[config.mk]
export PLATFORM = sky130hd
export DESIGN_NAME = vectored_interrupt_arbiter
export DESIGN_NICKNAME = d
export VERILOG_FILES = /design/src/vec_irq_pkg.sv /design/src/vectored_interrupt_arbiter.sv /design/src/vec_irq_rank.sv
export VERILOG_INCLUDE_DIRS = /design/src
export SDC_FILE = /design/constraint.sdc
export NUM_CORES = 1
export LEC_CHECK = 0
export ABC_AREA = 1
export BUFFER_PORTS_ARGS = -buffer_cell sky130_fd_sc_hd__buf_2
export CAP_MARGIN = 20
export CORE_ASPECT_RATIO = 1.25
export CORE_MARGIN = 1
export CORE_UTILIZATION = 50
export CTS_CLUSTER_SIZE = 24
export DETAILED_ROUTE_END_ITERATION = 10
export GPL_TIMING_DRIVEN = 0
export PLACE_DENSITY_LB_ADDON = 0.25
export SYNTH_ARGS = -nofsm -noshare
export SYNTH_HDL_FRONTEND = slang
export SYNTH_SLANG_ARGS = --single-unit
[constraint.sdc]
create_clock -name i_core_clk -period 2.3 [get_ports i_core_clk]
set_clock_uncertainty 0.2 [all_clocks]
set_input_delay 0.46 -clock i_core_clk [delete_from_list [all_inputs] [get_ports i_core_clk]]
set_output_delay 0.46 -clock i_core_clk [all_outputs]
set_load 0.01 [all_outputs]
[src/vec_irq_defines.svh]
// Purpose: constants for the vectored interrupt arbiter
// Assumes: 15-bit program counter, 8-bit vector offsets
// Notes:   offsets are the low byte of a vector-table entry
`ifndef VEC_IRQ_DEFINES_SVH
`define VEC_IRQ_DEFINES_SVH

// ==========================================================
// vector offsets, highest rank first
`define OFS_TRAP      8'hFE
`define OFS_EXT_PIN   8'hFA
`define OFS_IDLE_TMR  8'hF8
`define OFS_T1A       8'hF6
`define OFS_T1B       8'hF4
`define OFS_SERIAL    8'hF2
`define OFS_T2A       8'hEA
`define OFS_T2B       8'hE8
`define OFS_T3A       8'hE6
`define OFS_T3B       8'hE4
`define OFS_WAKEUP    8'hE2
`define OFS_DEFAULT   8'hE0

// ==========================================================
// widths and reset values
`define PC_WIDTH      15
`define PC_RESET      15'h0000
`define NUM_SOURCES   10
`define LAST_IN_BLOCK 8'hFF

`endif

[src/vec_irq_pkg.sv]
// Purpose: shared types for the vectored interrupt arbiter
// Assumes: vec_irq_defines.svh holds the numbers
// Notes:   none
`include "vec_irq_defines.svh"
package vec_irq_pkg;

    // ==========================================================
    // maskable sources, bit 9 ranks highest
    typedef struct packed
    {
        logic ext_pin;
        logic idle_tmr;
        logic t1a;
        logic t1b;
        logic serial;
        logic t2a;
        logic t2b;
        logic t3a;
        logic t3b;
        logic wakeup;
    } irq_src_type;

    // ==========================================================
    // sequencer commands, one-cycle strobes
    typedef struct packed
    {
        logic vector_jump_instr;
        logic clear_trap_pending_instr;
        logic irq_return_instr;
        logic trap_opcode;
    } cmd_type;

    // ==========================================================
    // memory fetch request
    typedef struct packed
    {
        logic                  req;
        logic [`PC_WIDTH-1:0]  addr;
    } fetch_type;

    typedef enum logic [1:0]
    {
        ST_IDLE   = 2'b00,
        ST_FETCH0 = 2'b01,
        ST_FETCH1 = 2'b11
    } vjmp_state_type;

endpackage

[src/vectored_interrupt_arbiter.sv]
// Purpose: vector jump, trap pending flag and interrupt return
// Assumes: sequencer gives one-cycle strobes, memory answers
//          a fetch request with one byte after a fixed latency
// Notes:
// Notes on behaviour
// - vector jump arbitrates to an even offset E0..FE
// - sources sampled in the first cycle of the vector jump
// - active trap always yields FE
// - external pin yields FA without trap; lower sources descend
// - offset replaces pc low byte, high byte kept except for a jump at a block's last byte
// - fetched vector is loaded into the pc
// - trap pending flag has no memory-mapped access
// - reset clears trap pending flag
// - trap occurrence sets trap pending flag
// - clear instruction clears trap pending flag unless a trap occurs in the same cycle
// - interrupt return sets global interrupt enable
// - nothing pending selects default entry E0
// - entries are two bytes, high first, 15-bit target
// - jump at block's last byte uses next block's table
// - fixed ranking trap, pin, idle, t1a, t1b, serial, t2, t3, wakeup
`timescale 1ns/100ps
`include "vec_irq_defines.svh"
module vectored_interrupt_arbiter
#(
    parameter int MEM_LATENCY = 1
)
(
    input  wire logic                     i_core_clk,
    input  wire logic                     i_arst_n,
    input  wire vec_irq_pkg::cmd_type     i_cmd,
    input  wire vec_irq_pkg::irq_src_type i_src,
    input  wire logic [`PC_WIDTH-1:0]     i_pc,
    input  wire logic [7:0]               i_mem_data,
    input  wire logic                     i_gie_clear,
    output vec_irq_pkg::fetch_type        o_fetch,
    output logic [`PC_WIDTH-1:0]          o_pc,
    output logic                          o_pc_load,
    output logic [7:0]                    o_vec_offset,
    output logic                          o_busy,
    output logic                          o_global_irq_enable,
    output logic                          o_trap_pending
);
    import vec_irq_pkg::*;

    localparam int LAT_W = $clog2(MEM_LATENCY + 1) + 1;

    // ==========================================================
    // state
    vjmp_state_type        state_ff;
    vjmp_state_type        nxt_state;
    logic                  trap_pending_flag_ff;
    logic                  nxt_trap_pending_flag;
    logic                  gie_ff;
    logic                  nxt_gie;
    logic [7:0]            offset_ff;
    logic [7:0]            nxt_offset;
    logic [`PC_WIDTH-1:0]  base_ff;
    logic [`PC_WIDTH-1:0]  nxt_base;
    logic [6:0]            hi_byte_ff;
    logic [LAT_W-1:0]      wait_ff;
    logic [LAT_W-1:0]      nxt_wait;
    fetch_type             fetch_ff;
    fetch_type             nxt_fetch;
    logic [`PC_WIDTH-1:0]  pc_ff;
    logic [`PC_WIDTH-1:0]  nxt_pc;
    logic                  pc_load_ff;
    logic                  nxt_pc_load;
    logic [7:0]            arb_offset;
    logic                  busy_ff;
    // busy registered so the pin is a flop, not a state decode
    wire                   nxt_busy = (nxt_state != ST_IDLE);

    // ==========================================================
    // arbitration
    // flag and fresh trap both count, so a trap in the jump's
    // first cycle is not lost
    wire  trap_active = trap_pending_flag_ff | i_cmd.trap_opcode;
    wire  start       = (state_ff == ST_IDLE) & i_cmd.vector_jump_instr;
    wire  mem_ready   = (wait_ff == '0);

    vec_irq_rank u_rank
    (
        .i_trap   (trap_active),
        .i_src    (i_src),
        .o_offset (arb_offset)
    );

    // last byte of block moves table to next block
    wire [`PC_WIDTH-1:0] table_page =
        (i_pc[7:0] == `LAST_IN_BLOCK) ? i_pc + `PC_WIDTH'(1) : i_pc;

    // keep high byte, replace low byte
    wire [`PC_WIDTH-1:0] entry_addr = {base_ff[`PC_WIDTH-1:8], offset_ff};

    // ==========================================================
    // trap pending flag, no bus access, status pin only
    always_comb
    begin
        nxt_trap_pending_flag = trap_pending_flag_ff;
        if (i_cmd.clear_trap_pending_instr)
            nxt_trap_pending_flag = 1'b0;
        // trap sets, winning over a same-cycle clear
        if (i_cmd.trap_opcode)
            nxt_trap_pending_flag = 1'b1;
    end

    always_comb
    begin
        nxt_gie = gie_ff;
        if (i_gie_clear)
            nxt_gie = 1'b0;
        if (i_cmd.irq_return_instr)
            nxt_gie = 1'b1;
    end

    // ==========================================================
    // vector jump sequence
    always_comb
    begin
        nxt_state   = state_ff;
        nxt_offset  = offset_ff;
        nxt_base    = base_ff;
        nxt_wait    = wait_ff;
        nxt_fetch   = '0;
        nxt_pc      = pc_ff;
        nxt_pc_load = 1'b0;
        case (state_ff)
            ST_IDLE:
            begin
                if (start)
                begin
                    // latch offset in first cycle only
                    nxt_offset     = arb_offset;
                    nxt_base       = table_page;
                    nxt_fetch.req  = 1'b1;
                    nxt_fetch.addr = {table_page[`PC_WIDTH-1:8], arb_offset};
                    nxt_wait       = LAT_W'(MEM_LATENCY);
                    nxt_state      = ST_FETCH0;
                end
            end
            ST_FETCH0:
            begin
                nxt_wait = mem_ready ? wait_ff : wait_ff - LAT_W'(1);
                if (mem_ready)
                begin
                    nxt_fetch.req  = 1'b1;
                    nxt_fetch.addr = entry_addr + `PC_WIDTH'(1);
                    nxt_wait       = LAT_W'(MEM_LATENCY);
                    nxt_state      = ST_FETCH1;
                end
            end
            ST_FETCH1:
            begin
                nxt_wait = mem_ready ? wait_ff : wait_ff - LAT_W'(1);
                if (mem_ready)
                begin
                    nxt_pc      = {hi_byte_ff, i_mem_data};
                    nxt_pc_load = 1'b1;
                    nxt_state   = ST_IDLE;
                end
            end
            default:
                nxt_state = ST_IDLE;
        endcase
    end

    // ==========================================================
    // registers
    always_ff @(posedge i_core_clk or negedge i_arst_n)
    begin
        if (!i_arst_n)
        begin
            state_ff             <= ST_IDLE;
            trap_pending_flag_ff <= 1'b0;
            gie_ff               <= 1'b0;
            offset_ff            <= `OFS_DEFAULT;
            base_ff              <= `PC_RESET;
            wait_ff              <= '0;
            fetch_ff             <= '0;
            pc_ff                <= `PC_RESET;
            pc_load_ff           <= 1'b0;
            busy_ff              <= 1'b0;
        end
        else
        begin
            state_ff             <= nxt_state;
            trap_pending_flag_ff <= nxt_trap_pending_flag;
            gie_ff               <= nxt_gie;
            offset_ff            <= nxt_offset;
            base_ff              <= nxt_base;
            wait_ff              <= nxt_wait;
            fetch_ff             <= nxt_fetch;
            pc_ff                <= nxt_pc;
            pc_load_ff           <= nxt_pc_load;
            busy_ff              <= nxt_busy;
        end
    end

    always_ff @(posedge i_core_clk or negedge i_arst_n)
    begin
        if (!i_arst_n)
            hi_byte_ff <= '0;
        else if (state_ff == ST_FETCH0 && mem_ready)
            hi_byte_ff <= i_mem_data[6:0];
    end

    // ==========================================================
    // outputs, all from flip-flops
    // flag leaves only as a status pin, no bus access
    assign o_fetch             = fetch_ff;
    assign o_pc                = pc_ff;
    assign o_pc_load           = pc_load_ff;
    assign o_vec_offset        = offset_ff;
    assign o_busy              = busy_ff;
    assign o_global_irq_enable = gie_ff;
    assign o_trap_pending      = trap_pending_flag_ff;

endmodule

[src/vec_irq_rank.sv]
// Purpose: fixed priority encoder from active sources to offset
// Assumes: trap input already combined with pending flag
// Notes:   purely combinational
`timescale 1ns/100ps
`include "vec_irq_defines.svh"
module vec_irq_rank
(
    input  wire logic                     i_trap,
    input  wire vec_irq_pkg::irq_src_type i_src,
    output logic [7:0]                    o_offset
);
    import vec_irq_pkg::*;

    // ==========================================================
    // priority selection
    always_comb
    begin
        if (i_trap)
            o_offset = `OFS_TRAP;
        else if (i_src.ext_pin)
            o_offset = `OFS_EXT_PIN;
        else if (i_src.idle_tmr)
            o_offset = `OFS_IDLE_TMR;
        else if (i_src.t1a)
            o_offset = `OFS_T1A;
        else if (i_src.t1b)
            o_offset = `OFS_T1B;
        else if (i_src.serial)
            o_offset = `OFS_SERIAL;
        else if (i_src.t2a)
            o_offset = `OFS_T2A;
        else if (i_src.t2b)
            o_offset = `OFS_T2B;
        else if (i_src.t3a)
            o_offset = `OFS_T3A;
        else if (i_src.t3b)
            o_offset = `OFS_T3B;
        else if (i_src.wakeup)
            o_offset = `OFS_WAKEUP;
        else
            o_offset = `OFS_DEFAULT;
    end

endmodule

==> run_results.csv <==
group,metric,value,unit
place,gp_congestion,0.8468,
synth,syn_area_per_cell,8.973,um2
timing,hold_violations,0,
min_path,hold_end,"o_global_irq_enable$_DFFE_PN0P_",
worst_setup_path,r2r_cells,8,
synth,synth.distinct_cells,20,
floorplan,start_util,51.98,%
clocking,cts_tree,"done",
synth,ys.flop_type,"dfrtp_1",
floorplan,design.core.area,4730,um2
synth,synth-edff-count,0,
routing,drt_iter0_drc,58,
place,port_buffers,78,
power_and_ir_drop,p_leak,1.748,nW
clocking,cts_max_level,2,
clocking,cts_resized,0,
global_routing,grt_use_total,19.41,%
synth,synth_top_area_share,54.96,%
global_routing,antenna_found_initial,0,
clocking,cts.sinks,54,
min_path,holdCritPathClass,"in2reg",
finish,utilization,65.63,%
floorplan,dieWidth,64.72,um
finish,antenna_cells,0,
clocking,path_clk_slew,90,ps
synth,ys_top_cells_by_count,"nand2_1 (87), dfrtp_1 (54), inv_1 (36)",
worst_setup_path,reg2reg_to,"o_pc[14]$_DFFE_PN0P_",
clocking,clock_path_buffers,2,
power_and_ir_drop,power_density,1218,nW/um2
global_routing,grt_start_max_net_pins,42,
floorplan,row_count,28,
timing,holdWs,132.0,ps
routing,route.detailed.drc,0,
worst_setup_path,cp_data_arrival_time,1640,ps
worst_setup_path,worstReg2RegStart,"wait_ff[0]$_DFFE_PN0P_",
synth,yosys_warnings,0,
timing,fmax,607.8,MHz
synth,syn_inst,274,
synth,async_flop_share,100.0,%
floorplan,die_h,80.40,um
routing,detail-route-antenna-nets,0,
status,status,"finished clean",
worst_setup_path,setup.worst_path.class,"reg2reg",
synth,synth-seq-cells,54,
global_routing,grt_pass1_vias,1819,
synth,syn-cell-area,2459,um2
job,cap_violations,0,
routing,wl_per_cell,10.68,um
timing,rsz0062_at_grt,"false",
worst_setup_path,r2r_slack,650,ps
global_routing,grt_pass1_wl,7693,um
synth,synth_area_leaders,"dfrtp_1 (55%), nand2_1 (13%), inv_1 (5.5%), o21ai_2 (5.0%), o21ai_0 (3.1%)",
min_path,min_path_cells,2,
worst_setup_path,startpoint_type,"flip-flop",
timing,finalSetupViolations,0,
synth,yosysTopAreaCell,"dfrtp_1",
timing,slew_violations,0,
routing,dr.pass1.iters,4,
worst_setup_path,crit_fanout,10,
routing,vias_per_cell,4.785,
worst_setup_path,cp-end-kind,"flip-flop",
power_and_ir_drop,ir_worst_vdd,0.4971,mV
finish,layout-drive-gt1-share,34.62,%
worst_setup_path,crit_required,2290,ps
routing,wirelength,4528,um
synth,synth.most_common_cell,"nand2_1",
min_path,worstHoldStart,"i_gie_clear",
place,post-dp-hpwl,3554,um
clocking,clock_latency,300,ps
floorplan,ios,83,
floorplan,die_area,5203,um2
finish,layout.nets,405,
timing,min_period,1645,ps
timing,tns,0,ps
synth,ys_seq_area_share,54.96,%
routing,num_vias,2029,
clocking,cts_buffers,5,
global_routing,gr-total-overflow,0,
finish,syn_to_final_growth,26.26,%
timing,fin_crit_sh,71.53,%
clocking,root_buffer,"clkbuf_8",
-- state kept, by name, summed over array words and instances (netlist names) --
name	flops
base_ff	7
hi_byte_ff	7
o_busy	1
o_fetch	13
o_global_irq_enable	1
o_pc	15
o_pc_load	1
o_trap_pending	1
o_vec_offset	4
state_ff	2
wait_ff	2
-- kinds of logic (layout without fill, tap and decap cells) --
kind of cell | count (synthesis) | in the layout | synth area share [%]
AO/OA/AOI/OAI | 39 | 39 | 10.38
AND/OR/NAND/NOR | 125 | 125 | 22.95
other | 2 | 4 | 0.3055
flip-flops | 54 | 54 | 54.96
adder cells (fa/ha/maj) | 2 | 2 | 1.018
buffers and inverters | 52 | 140 | 10.38
-- power by group --
part,internal (mW),switching [mW]
Combinational,0.596,0.875
Sequential,1.37,0.182
Clock,0.464,0.295
-- metrics by stage --
step	setup WS (ps)	power, mW	instances	area, um2
2_1_floorplan	816.7	2.532	276	2466
3_3_place_gp	581.5	3.002	414	2932
3_5_place_dp	593.0	3.065	415	2952
4_1_cts	625.5	3.833	424	3104
5_1_grt	481.7	4.078	424	3104
6_report	654.7	3.781	424	3104
-- what timing repair did --
| action | in CTS | in global routing |
|---|---|---|
| endpoints found under the hold margin | 13 | 0 |
| hold buffers | 1 | 0 |
| setup buffers | 0 | 0 |
-- final cells by class --
type                    count  area (um2)
flip-flops and latches     54        1351
inverters                  40       150.1
well taps                  60       75.07
multi-input cells         170       859.6
fillers                   405        1625
clock buffers               6       82.58
repair buffers             80       420.4
clock inverters             2       60.06
plain buffers              12       105.1
-- how the worst max path moves through the flow --
stage / start / cells after the start / end / slack [ps]
4_1_cts: wait_ff[0]$_DFFE_PN0P_ / 8 / o_pc[14]$_DFFE_PN0P_ / 630
3_3_place_gp: i_arst_n / 1 / o_trap_pending$_DFFE_PN0P_ / 580
6_report: wait_ff[0]$_DFFE_PN0P_ / 8 / o_pc[14]$_DFFE_PN0P_ / 650
5_1_grt: wait_ff[0]$_DFFE_PN0P_ / 8 / o_pc[2]$_DFFE_PN0P_ / 480
2_1_floorplan: wait_ff[0]$_DFFE_PN0P_ / 8 / o_pc[2]$_DFFE_PN0P_ / 820
3_5_place_dp: i_pc[1] / 8 / o_fetch[14]$_DFF_PN0_ / 590
-- routing by layer --
layer	vias up	global-route usage (%)	wire [um]
met4	0	6.667	65
met1	940	22.62	1906
met2	61	34.69	2344
li1	1022	-	-
met5	-	0	0
met3	6	4.261	212
-- cells in the final DEF (no fill, tap or decap) --
master         synthesis  routed
buf_12                 0       1
buf_2                  0      78
buf_4                  8       8
buf_6                  4       4
bufinv_16              0       2
clkbuf_8               0       6
conb_1                 2       4
dfrtp_1               54      54
dlygate4sd3_1          0       1
ha_1                   2       2
inv_1                 36      36
inv_2                  4       4
nand2_1               87      87
nand3_1               14      14
nand3_2                1       1
nand3_4                2       2
nand4_1                4       4
nor2_1                 8       8
nor2_2                 3       3
nor2_4                 3       3
nor3_1                 3       3
o21ai_0               15      15
o21ai_1                7       7
o21ai_2               14      14
o21bai_1               3       3
-- critical path, stage by stage, from the launching register on --
cell     delay [ps]
dfrtp_1         390
inv_1            90
ha_1            140
inv_1           100
nor2_4          250
inv_2           100
buf_6           150
nand2_1          50
nand2_1          50
No activity file was read; power rests on OpenSTA's default activity.
